**config.mk**
```make
export PLATFORM = sky130hd
export DESIGN_NAME = acr_regbank
export DESIGN_NICKNAME = d
export VERILOG_FILES = /design/src/hw/acr_pkg.sv /design/src/hw/acr_chan_status.sv /design/src/hw/acr_regbank.sv
export VERILOG_INCLUDE_DIRS = /design/src /design/src/hw
export SDC_FILE = /design/constraint.sdc
export NUM_CORES = 1
export LEC_CHECK = 0
export ABC_CLOCK_PERIOD_IN_PS = 4700
export BUFFER_PORTS_ARGS = -buffer_cell sky130_fd_sc_hd__buf_2
export CORE_MARGIN = 8
export CORE_UTILIZATION = 60
export DETAILED_ROUTE_END_ITERATION = 10
export PLACE_DENSITY = 0.92
export SETUP_SLACK_MARGIN = 0.02
export SLEW_MARGIN = 20
export SYNTH_ARGS = -nofsm -noshare
export SYNTH_HDL_FRONTEND = slang
export SYNTH_HIERARCHICAL = 1
export SYNTH_SLANG_ARGS = --single-unit
```
**constraint.sdc**
```tcl
create_clock -name clk -period 4.7 [get_ports clk]
set_input_delay 0.235 -clock clk [delete_from_list [all_inputs] [get_ports clk]]
set_output_delay 0.235 -clock clk [all_outputs]
set_load 0.01 [all_outputs]
```
**src/hw/acr_map.svh**
```systemverilog
// register offsets, field positions, write masks and reset values of the config bank
`ifndef ACR_MAP_SVH
`define ACR_MAP_SVH

// ----------------------------------------------------------------------------
// offsets
// ----------------------------------------------------------------------------
`define ACR_OFS_CHAN_INDEX    9'h005
`define ACR_OFS_PATT1_LOW     9'h019
`define ACR_OFS_PATT1_HIGH    9'h01a
`define ACR_OFS_PATT2_LOW     9'h01b
`define ACR_OFS_PATT2_HIGH    9'h01c
`define ACR_OFS_SERIAL_CTRL   9'h021
`define ACR_OFS_CHAN_STATUS   9'h022
`define ACR_OFS_COMMIT        9'h0ff
`define ACR_OFS_OVERRIDE      9'h100
`define ACR_OFS_IO_PULLDOWN   9'h101
`define ACR_OFS_IO_CMODE      9'h102
`define ACR_OFS_SYNC          9'h109

// ----------------------------------------------------------------------------
// reset values
// ----------------------------------------------------------------------------
`define ACR_RST_CHAN_INDEX    8'h3f
`define ACR_RST_PATT         8'h00
`define ACR_RST_SERIAL_CTRL   8'h32
`define ACR_RST_CHAN_STATUS   8'h00
`define ACR_RST_OVERRIDE      8'h00
`define ACR_RST_IO            8'h00
`define ACR_RST_SYNC          8'h00

// ----------------------------------------------------------------------------
// writable bits (open bits read as zero)
// ----------------------------------------------------------------------------
`define ACR_MSK_CHAN_INDEX    8'h3f
`define ACR_MSK_SERIAL_CTRL   8'hf7
`define ACR_MSK_CHAN_STATUS   8'h03
`define ACR_MSK_CLK_STATUS    8'h01
`define ACR_MSK_OVERRIDE      8'h77
`define ACR_MSK_IO_PULLDOWN   8'h01
`define ACR_MSK_IO_CMODE      8'h08
`define ACR_MSK_SYNC          8'h03

// ----------------------------------------------------------------------------
// field positions
// ----------------------------------------------------------------------------
`define ACR_BIT_COMMIT        0
`define ACR_BIT_POWER_DOWN    0
`define ACR_BIT_OUT_RESET     1
`define ACR_BIT_SER_LSB_FIRST 7
`define ACR_BIT_SER_FRAME_2X  2
`define ACR_BIT_OVR_ENABLE    6
`define ACR_BIT_IO_PULLDOWN   0
`define ACR_BIT_IO_VCM_PDWN   3
`define ACR_BIT_SYNC_ENABLE   0
`define ACR_BIT_SYNC_NEXT     1

`endif

```
**src/hw/acr_pkg.sv**
```systemverilog
// shared types of the config register bank
package acr_pkg;
    typedef logic [8:0] acr_addr_t;
    typedef logic [7:0] acr_byte_t;

    // channel order inside the index register: four data channels, then two clocks
    typedef enum logic [2:0] {
        ACR_CH_DATA0 = 3'b000,
        ACR_CH_DATA1 = 3'b001,
        ACR_CH_DATA2 = 3'b010,
        ACR_CH_DATA3 = 3'b011,
        ACR_CH_DCO   = 3'b100,
        ACR_CH_FCO   = 3'b101
    } acr_chan_t;
endpackage

```
**src/hw/acr_chan_status.sv**
```systemverilog
// per-channel status register: power-down and output reset of one channel
`timescale 1ns/1ns
`default_nettype none
`include "acr_map.svh"

module acr_chan_status #(
    parameter bit IS_CLOCK = 1'b0
) (
    // clock and reset
    input  wire logic       clk,
    input  wire logic       srst,
    // write strobe, already qualified by the channel select
    input  wire logic       wr_en,
    input  wire logic [7:0] wdata,
    // state
    output logic            power_down,
    output logic            output_reset,
    output logic [7:0]      status
);
    // clock outputs only take the power-down bit; the output reset stays low
    localparam logic [7:0] WR_MASK = IS_CLOCK ? `ACR_MSK_CLK_STATUS : `ACR_MSK_CHAN_STATUS;

    always_ff @(posedge clk) begin
        if (srst) begin
            status <= `ACR_RST_CHAN_STATUS;
        end else if (wr_en) begin
            status <= wdata & WR_MASK;
        end
    end

    assign power_down   = status[`ACR_BIT_POWER_DOWN];
    assign output_reset = status[`ACR_BIT_OUT_RESET];
endmodule
`default_nettype wire

```
**src/hw/acr_regbank.sv**
```systemverilog
// configuration register bank of a quad serial-output converter
`timescale 1ns/1ns
`default_nettype none
`include "acr_map.svh"

module acr_regbank #(
    parameter int NUM_DATA = 4,
    parameter int NUM_CLK  = 2
) (
    // clock and reset
    input  wire logic                    clk,
    input  wire logic                    srst,
    // register access port
    input  wire logic                    reg_wr,
    input  wire logic                    reg_rd,
    input  wire acr_pkg::acr_addr_t      reg_addr,
    input  wire acr_pkg::acr_byte_t      reg_wdata,
    output acr_pkg::acr_byte_t           reg_rdata,
    output logic                         reg_rvalid,
    // per-channel controls
    output logic [NUM_DATA-1:0]          chan_power_down,
    output logic [NUM_DATA-1:0]          chan_output_reset,
    output logic [NUM_CLK-1:0]           clk_power_down,
    // user test patterns
    output logic [15:0]                  user_pattern1,
    output logic [15:0]                  user_pattern2,
    // serial output control
    output logic                         serial_lsb_first,
    output logic [2:0]                   serial_lane_mode,
    output logic                         serial_frame_2x,
    output logic [1:0]                   serial_word_bits,
    // committed resolution and rate override
    output logic                         override_enable,
    output logic [1:0]                   override_resolution,
    output logic [2:0]                   override_rate,
    // user i/o and sync
    output logic                         sdio_pulldown_off,
    output logic                         vcm_power_down,
    output logic                         sync_enable,
    output logic                         sync_next_only
);
    import acr_pkg::*;

    localparam int NUM_CH = NUM_DATA + NUM_CLK;

    // ------------------------------------------------------------------------
    // registers
    // ------------------------------------------------------------------------
    acr_byte_t channel_index_select;
    acr_byte_t user_pattern1_low_byte;
    acr_byte_t user_pattern1_high_byte;
    acr_byte_t user_pattern2_low_byte;
    acr_byte_t user_pattern2_high_byte;
    acr_byte_t serial_output_control;
    acr_byte_t resolution_rate_override;
    acr_byte_t override_active;
    acr_byte_t io_control_pulldown;
    acr_byte_t io_control_common_mode;
    acr_byte_t multichip_sync_control;

    logic [NUM_CH-1:0] ch_sel;
    logic [NUM_CH-1:0] ch_pdwn;
    logic [NUM_CH-1:0] ch_orst;
    acr_byte_t         ch_status [NUM_CH];
    acr_byte_t         next_rdata;
    logic              status_wr;

    function automatic logic hit(input acr_addr_t ofs);
        hit = reg_wr && (reg_addr == ofs);
    endfunction

    // ------------------------------------------------------------------------
    // global registers, live on the write cycle
    // ------------------------------------------------------------------------
    always_ff @(posedge clk) begin
        if (srst) begin
            channel_index_select <= `ACR_RST_CHAN_INDEX;
        end else if (hit(`ACR_OFS_CHAN_INDEX)) begin
            channel_index_select <= reg_wdata & `ACR_MSK_CHAN_INDEX;
        end
    end

    always_ff @(posedge clk) begin
        if (srst) begin
            user_pattern1_low_byte  <= `ACR_RST_PATT;
            user_pattern1_high_byte <= `ACR_RST_PATT;
            user_pattern2_low_byte  <= `ACR_RST_PATT;
            user_pattern2_high_byte <= `ACR_RST_PATT;
        end else begin
            if (hit(`ACR_OFS_PATT1_LOW)) begin
                user_pattern1_low_byte <= reg_wdata;
            end
            if (hit(`ACR_OFS_PATT1_HIGH)) begin
                user_pattern1_high_byte <= reg_wdata;
            end
            if (hit(`ACR_OFS_PATT2_LOW)) begin
                user_pattern2_low_byte <= reg_wdata;
            end
            if (hit(`ACR_OFS_PATT2_HIGH)) begin
                user_pattern2_high_byte <= reg_wdata;
            end
        end
    end

    always_ff @(posedge clk) begin
        if (srst) begin
            serial_output_control <= `ACR_RST_SERIAL_CTRL;
        end else if (hit(`ACR_OFS_SERIAL_CTRL)) begin
            serial_output_control <= reg_wdata & `ACR_MSK_SERIAL_CTRL;
        end
    end

    always_ff @(posedge clk) begin
        if (srst) begin
            io_control_pulldown    <= `ACR_RST_IO;
            io_control_common_mode <= `ACR_RST_IO;
            multichip_sync_control <= `ACR_RST_SYNC;
        end else begin
            if (hit(`ACR_OFS_IO_PULLDOWN)) begin
                io_control_pulldown <= reg_wdata & `ACR_MSK_IO_PULLDOWN;
            end
            if (hit(`ACR_OFS_IO_CMODE)) begin
                io_control_common_mode <= reg_wdata & `ACR_MSK_IO_CMODE;
            end
            if (hit(`ACR_OFS_SYNC)) begin
                multichip_sync_control <= reg_wdata & `ACR_MSK_SYNC;
            end
        end
    end

    // ------------------------------------------------------------------------
    // override: written value is only staged, commit copies it to the live copy
    // ------------------------------------------------------------------------
    always_ff @(posedge clk) begin
        if (srst) begin
            resolution_rate_override <= `ACR_RST_OVERRIDE;
        end else if (hit(`ACR_OFS_OVERRIDE)) begin
            resolution_rate_override <= reg_wdata & `ACR_MSK_OVERRIDE;
        end
    end

    always_ff @(posedge clk) begin
        if (srst) begin
            override_active <= `ACR_RST_OVERRIDE;
        end else if (hit(`ACR_OFS_COMMIT) && reg_wdata[`ACR_BIT_COMMIT]) begin
            override_active <= resolution_rate_override;
        end
    end

    // ------------------------------------------------------------------------
    // per-channel status, one instance per data and clock channel
    // ------------------------------------------------------------------------
    assign ch_sel = channel_index_select[NUM_CH-1:0];

    // plain decode, not hit(): a port expression only re-evaluates on its own
    // operands, never on the globals that a function reads
    assign status_wr = reg_wr && (reg_addr == `ACR_OFS_CHAN_STATUS);

    for (genvar i = 0; i < NUM_CH; i++) begin : g_ch
        acr_chan_status #(
            .IS_CLOCK (i >= NUM_DATA)
        ) u_status (
            .clk          (clk),
            .srst         (srst),
            .wr_en        (status_wr && ch_sel[i]),
            .wdata        (reg_wdata),
            .power_down   (ch_pdwn[i]),
            .output_reset (ch_orst[i]),
            .status       (ch_status[i])
        );
    end

    assign chan_power_down   = ch_pdwn[NUM_DATA-1:0];
    assign chan_output_reset = ch_orst[NUM_DATA-1:0];
    assign clk_power_down    = ch_pdwn[NUM_CH-1:NUM_DATA];

    // ------------------------------------------------------------------------
    // field outputs
    // ------------------------------------------------------------------------
    assign user_pattern1 = {user_pattern1_high_byte, user_pattern1_low_byte};
    assign user_pattern2 = {user_pattern2_high_byte, user_pattern2_low_byte};

    assign serial_lsb_first = serial_output_control[`ACR_BIT_SER_LSB_FIRST];
    assign serial_lane_mode = serial_output_control[6:4];
    assign serial_frame_2x  = serial_output_control[`ACR_BIT_SER_FRAME_2X];
    assign serial_word_bits = serial_output_control[1:0];

    assign override_enable     = override_active[`ACR_BIT_OVR_ENABLE];
    assign override_resolution = override_active[5:4];
    assign override_rate       = override_active[2:0];

    assign sdio_pulldown_off = io_control_pulldown[`ACR_BIT_IO_PULLDOWN];
    assign vcm_power_down    = io_control_common_mode[`ACR_BIT_IO_VCM_PDWN];
    assign sync_enable       = multichip_sync_control[`ACR_BIT_SYNC_ENABLE];
    assign sync_next_only    = multichip_sync_control[`ACR_BIT_SYNC_NEXT];

    // ------------------------------------------------------------------------
    // read path
    // ------------------------------------------------------------------------
    // a local register reads from the lowest selected channel, so software that
    // selects several channels sees one of them, not a merge
    always_comb begin
        next_rdata = 8'h00;
        unique case (reg_addr)
            `ACR_OFS_CHAN_INDEX:  next_rdata = channel_index_select;
            `ACR_OFS_PATT1_LOW:   next_rdata = user_pattern1_low_byte;
            `ACR_OFS_PATT1_HIGH:  next_rdata = user_pattern1_high_byte;
            `ACR_OFS_PATT2_LOW:   next_rdata = user_pattern2_low_byte;
            `ACR_OFS_PATT2_HIGH:  next_rdata = user_pattern2_high_byte;
            `ACR_OFS_SERIAL_CTRL: next_rdata = serial_output_control;
            `ACR_OFS_CHAN_STATUS: begin
                for (int k = NUM_CH - 1; k >= 0; k--) begin
                    if (ch_sel[k]) begin
                        next_rdata = ch_status[k];
                    end
                end
            end
            `ACR_OFS_OVERRIDE:    next_rdata = resolution_rate_override;
            `ACR_OFS_IO_PULLDOWN: next_rdata = io_control_pulldown;
            `ACR_OFS_IO_CMODE:    next_rdata = io_control_common_mode;
            `ACR_OFS_SYNC:        next_rdata = multichip_sync_control;
            // the commit bit is an action and unmapped offsets read zero
            default:              next_rdata = 8'h00;
        endcase
    end

    always_ff @(posedge clk) begin
        if (srst) begin
            reg_rdata  <= 8'h00;
            reg_rvalid <= 1'b0;
        end else begin
            reg_rvalid <= reg_rd;
            if (reg_rd) begin
                reg_rdata <= next_rdata;
            end
        end
    end
endmodule
`default_nettype wire

```
==> impl_results.md, run 1 <==
* Worst hold-check path type: primary input to flip-flop
* Number of core rows at 31
* DIE HEIGHT at 102 µm
* Number of cells produced by synthesis at 500
* Setup WS pre-CTS at 2400 ps
* Setup TNS at 0 ps
* First-pass GRT wire length at 19,800 µm
* Slowest Stage Delay on Critical Path at 760 ps
* Synthesized cell area at 0.00442 mm²
* Kind of start point of the critical path: primary input
* Area growth syn-to-layout at 8.22%
* Synth warnings at 6
* Post-cts gate resize count at 0
* CTS clock-pin slew for the worst setup and hold paths at 90 ps
* Buffers added on ports at 88
* Static power due to leakage at 2.29 nW
* Detailed-placement wirelength estimate at 8780 µm
* Number of hold buffers added after cts at 0
* Via count at 3,923
* Routed len/inst at 18.9 µm
* Final min period at 2020 ps
* Uppermost routed layer: met4
* Setup Skew at 13.5 ps
* Initial antenna violation count at 0
* Maximum level of the CTS H-tree at 3
* Kind of cell adding the most delay to the critical path: compound AO/OA/AOI/OAI gates
* Required time of the critical path at 4960 ps
* Setup slack of the critical path after layout at 2680 ps
* Slew of the pin with the lowest slew margin at 900 ps
* Proportion of layout cells with a drive suffix above 1 at 22.7%
* TritonCTS clock tree: built
* Insertion delay of the later-clocked pin in the worst-skew pair at 360 ps
* Met2 wire len at 5820 µm
* Post CTS Setup Buffer Count at 0
* Number of buffers on the longest clock path at 2
* Count of final hold-check violations at 0
* # nets final at 569
* Number of pins with negative max-slew slack in the final report at 0
* Number of fill cells in the layout at 574
* Worst path arrival time at 2280 ps
* Area of the core at 0.00718 mm²
* Status: completed
* CTS Root Cell: clkbuf_8
* DRT Pass-1 Iters at 5
* Sequential standard cell area at 0.00160 mm²
* Fmax achieved at 0.494 GHz
* Length of routed wiring on met1 at 4810 µm
* Worst path slowest cell: nor2b_1
* Setup CP Type: primary input to flip-flop
* Unrepaired setup endpoints after global routing: false
* Aggregate global routing overflow at 0
* IO Pins at 89
* Endpoint kind of the worst setup timing path: flip-flop
* Num CTS Buffers at 9
* Max_slew headroom at 39.7%
* Remaining DRCs at 0
* Number of global-route vias before repair at 3,890
* All-Layer GR Usage at 24.4%
* Chip width at 102 µm
* Post-route cell area at 0.00478 mm²
* Buf+Inv Stages, Crit Path at 1
* Remaining antenna violation count at 0
* Total Die Area at 0.0104 mm²
* Final number of setup-violating endpoints at 0
* Worst vdd ir at 0.220 mV
* Effective utilization at floorplan at 61.5%
* Worst-path maximum fanout at 14
* Multi-input gate area at 0.00234 mm²
* Aggregate routed wire length at 12,300 µm
* Maximum number of pins on one net before global-route repair at 76
* Total length of routed met3 wires at 1120 µm
* Power density of the placed cells at 276 mW/mm²
* Crit path cell chain: buf_2 -> nor2b_1 -> o21ai_0 -> a211o_1 -> a31o_2 -> a311oi_1
* Number of clock sinks at 80
* Mean cell area of the mapped netlist at 8.83 µm²
* Drt first-iter violations at 412
* Placed standard-cell area at 0.00457 mm²
* Final antenna diode count at 0
* Period utilisation layout at 43.1%
* Number of max-cap violations at 0
* Number of vias per cell after detailed routing at 6.04
* Weighted congestion at the end of routability-driven global placement at 0.965
==> stage by stage <==
step	total power [W]	utilization [%]	std cells	hold WS, ps
finish	0.00132	66.6	650	202
global route	0.00136	66.6	650	206
CTS	0.00132	66.6	650	186
detailed placement	0.000782	63.7	636	483
global placement	0.000779	63.7	636	475
floorplan	0.000773	-	532	307
==> worst register-to-register path, cell delays in order, from the launching register on <==
cell	delay (ps)
dfxtp_1	450
nor2b_1	500
a221oi_1	150
o31ai_1	390
a221oi_1	130
a221oi_1	270
==> placed cells by master, fill, tap and decap left out, drive strengths merged, types with 3 or more instances in the layout <==
cell    count
a22oi       4
nor4        3
a211oi      7
or3         3
a311oi      4
a211o      10
o21ai       6
a22o        4
nor3        3
dfxtp      80
nand2      12
nor2       89
buf        91
nand3      14
nor2b       7
inv        14
mux2i      62
a221oi     18
a31oi       3
clkbuf      9
o31ai       5
mux2        8
conb       38
and3        7
nand4       3
a21oi       8
==> registers in the layout (all words and copies together), names as in the netlist <==
| signal | flops |
|---|---|
| io_control_common_mode | 1 |
| serial_output_control | 7 |
| reg_rvalid | 1 |
| user_pattern1_low_byte | 8 |
| user_pattern2_high_byte | 8 |
| reg_rdata | 8 |
| multichip_sync_control | 2 |
| user_pattern2_low_byte | 8 |
| channel_index_select | 6 |
| user_pattern1_high_byte | 8 |
| override_active | 6 |
| g_ch.u_status/status | 10 |
| io_control_pulldown | 1 |
| resolution_rate_override | 6 |
==> final cells by class <==
type                       instances  area share (%)
clock buffer                       9            2.59
clock inverter                     5            1.70
inverter                          13            1.02
multi-input combinational        353            48.9
sequential                        80            33.5
tap                               99            2.59
timing repair buffer              91            9.69
==> worst paths after layout <==
check                          start                         end  slack, ps  cells past startpoint
min reg2reg       override_active[6]          override_active[6]        500                      2
max reg2reg  channel_index_select[4]                reg_rdata[0]       2700                      5
max                      reg_addr[0]                reg_rdata[3]       2680                      6
min                     reg_wdata[7]  user_pattern2_high_byte[7]        200                      3
==> per-layer routing <==
metal / vias to the layer above / global-route usage (%)
li1: 1789 / -
met1: 1836 / 28.6
met2: 239 / 39.9
met3: 59 / 6.53
met4: 0 / 12.6
met5: - / 0
==> power breakdown <==
part           internal [W]  switching, W
combinational     0.0000248     0.0000644
clock              0.000294      0.000255
sequential         0.000679    0.00000168
(Power assumes the default switching activity.)
==> run 2: changes to the inputs <==
ABC_AREA = 1   (was not set)
ABC_CLOCK_PERIOD_IN_PS = 1900   (was 4700)
CORE_UTILIZATION = 56   (was 60)
PLACE_DENSITY = 0.86   (was 0.92)
clock period = 1.9 ns   (was 4.7 ns; I/O delays follow)
==> impl_results.md, run 2 <==
* DRT Pass-1 Iters at 6
* Setup TNS at 0 ps
* Number of pins with negative max-slew slack in the final report at 0
* Number of fill cells in the layout at 733
* Worst hold slack after final layout at 30.0 ps
* All-Layer GR Usage at 23.0%
* Number of max-cap violations at 0
* Power share of the sequential group at 51.6%
* Aggregate routed wire length at 13,200 µm
* Number of flip-flops under the largest register name at 10
* Status: completed
* Placed cell count at 851
* Worst path arrival time at 1810 ps
* IO Pins at 89
* Internal power summed over all cells at 0.00239 W
* Setup CP Type: flip-flop to flip-flop
* Number of cells produced by synthesis at 693
* Proportion of power drawn by combinational gates at 6.8%
* Cell occurring most often along the worst timing path: nand2_1
* Worst-path maximum fanout at 15
* Share of total power consumed by net switching at 26.4%
* Routed len/inst at 15.3 µm
* Detailed-placement wirelength estimate at 9900 µm
* Final number of setup-violating endpoints at 0
* Max_slew headroom at 57.7%
* Total length of routed met3 wires at 944 µm
* Insertion delay of the later-clocked pin in the worst-skew pair at 360 ps
* Setup WS pre-CTS at 206 ps
* Final min period at 1570 ps
* Number of hold buffers added after cts at 0
* Sequential standard cell area at 0.00160 mm²
* Power share of the clock group at 41.5%
* Setup Skew at 10.7 ps
* Synthesized cell area at 0.00471 mm²
* Period utilisation layout at 82.7%
* Crit path cell chain: inv_1 -> nand2_1 -> nand3_1 -> nand2_1 -> nand2_1 -> nand2_1 -> nand2_1 -> nand4_1 -> nand2_1 -> a21oi_1
* Aggregate global routing overflow at 0
* Unrepaired setup endpoints after global routing: false
* Maximum number of pins on one net before global-route repair at 48
* Maximum level of the CTS H-tree at 3
* Number of core rows at 33
* Via count at 4,540
* Synth warnings at 6
* Initial antenna violation count at 0
* Slowest Stage Delay on Critical Path at 360 ps
* Leading cell type in the layout, fill and taps excluded: nand2_1
* Number of vias per cell after detailed routing at 5.24
* Mean cell area of the mapped netlist at 6.79 µm²
* Static power due to leakage at 2.38 nW
* Buf+Inv Stages, Crit Path at 1
* Weighted congestion at the end of routability-driven global placement at 0.983
* Number of clock sinks at 80
* Proportion of layout cells with a drive suffix above 1 at 21.5%
* Effective utilization at floorplan at 57.6%
* Worst path slowest cell: dfxtp_1
* First-pass GRT wire length at 21,500 µm
* Worst hold-check path type: primary input to flip-flop
* # nets final at 778
* Worst vdd ir at 0.440 mV
* Uppermost routed layer: met4
* DIE HEIGHT at 108 µm
* Kind of cell adding the most delay to the critical path: simple AND/OR/NAND/NOR gates
* CTS clock-pin slew for the worst setup and hold paths at 90 ps
* Net Sw Power at 0.000859 W
* Kind of start point of the critical path: flip-flop
* Final antenna diode count at 0
* Remaining DRCs at 0
* Area growth syn-to-layout at 9.57%
* Area of the core at 0.00818 mm²
* Number of global-route vias before repair at 4,465
* Most used cells in the layout excluding fill and tap cells: 131 x nand2_1, 99 x nor2_1, 88 x buf_2
* Chip width at 108 µm
* Met2 wire len at 6320 µm
* Total Die Area at 0.0116 mm²
* Endpoint kind of the worst setup timing path: flip-flop
* Number of buffers on the longest clock path at 2
* TritonCTS clock tree: built
* Setup slack of the critical path after layout at 328 ps
* Register containing the most flip-flops in the final layout: g_ch.u_status/status
* CTS Root Cell: clkbuf_8
* Slew of the pin with the lowest slew margin at 633 ps
* Num CTS Buffers at 9
* Length of routed wiring on met1 at 5620 µm
* Final cell count without fillers at 867
* Count of final hold-check violations at 0
* Multi-input gate area at 0.00240 mm²
* Fmax achieved at 0.636 GHz
* Overall power of the completed layout at 0.00325 W
* Power density of the placed cells at 630 mW/mm²
* Remaining antenna violation count at 0
* Required time of the critical path at 2140 ps
* Buffers added on ports at 88
* Drt first-iter violations at 358
run 2: path summary, 6_finish.rpt:
path	startpoint	endpoint	slack, ps	cells past startpoint
hold reg to reg	reg_rdata[1]	reg_rdata[1]	470	2
setup / recovery	channel_index_select[4]	reg_rdata[1]	330	10
setup reg to reg	channel_index_select[4]	reg_rdata[1]	330	10
hold / removal	reg_wdata[4]	user_pattern2_high_byte[4]	30	3
run 2: stage by stage:
step | cell area (µm²) | util, %
floorplan | 4830 | -
global placement | 4940 | 60.5
detailed placement | 4940 | 60.5
CTS | 5150 | 63.0
global route | 5160 | 63.1
finish | 5160 | 63.1
run 2: power groups by stage:
stage | logic (W) | registers, W | clock network (W)
floorplan | 0.000190 | 0.00172 | 0
global placement | 0.000213 | 0.00172 | 0
detailed placement | 0.000218 | 0.00172 | 0
CTS | 0.000218 | 0.00168 | 0.00136
global route | 0.000245 | 0.00168 | 0.00143
finish | 0.000223 | 0.00168 | 0.00135
run 2: metal layers:
layer	global-route usage, %	up-vias
li1	-	2265
met1	27.5	2035
met2	38.6	205
met3	5.15	35
met4	9.91	0
met5	0	-
run 2: layout make-up:
class / count / share of cell area (%)
clock buffers: 10 / 2.67
clock inverters: 6 / 1.43
inverters: 82 / 6.04
multi-input cells: 488 / 46.5
flip-flops and latches: 80 / 31.1
well taps: 105 / 2.55
repair buffers: 96 / 9.70
run 2: what timing repair did:
item,in CTS,in global routing
resized for setup,0,2
setup buffers,0,0
setup endpoints to repair,0,1
endpoints found under the hold margin,0,0
run 2: worst min-delay path, stage by stage:
cell and delay [ps]:
buf_2 80, o21ai_0 70, a21oi_1 110
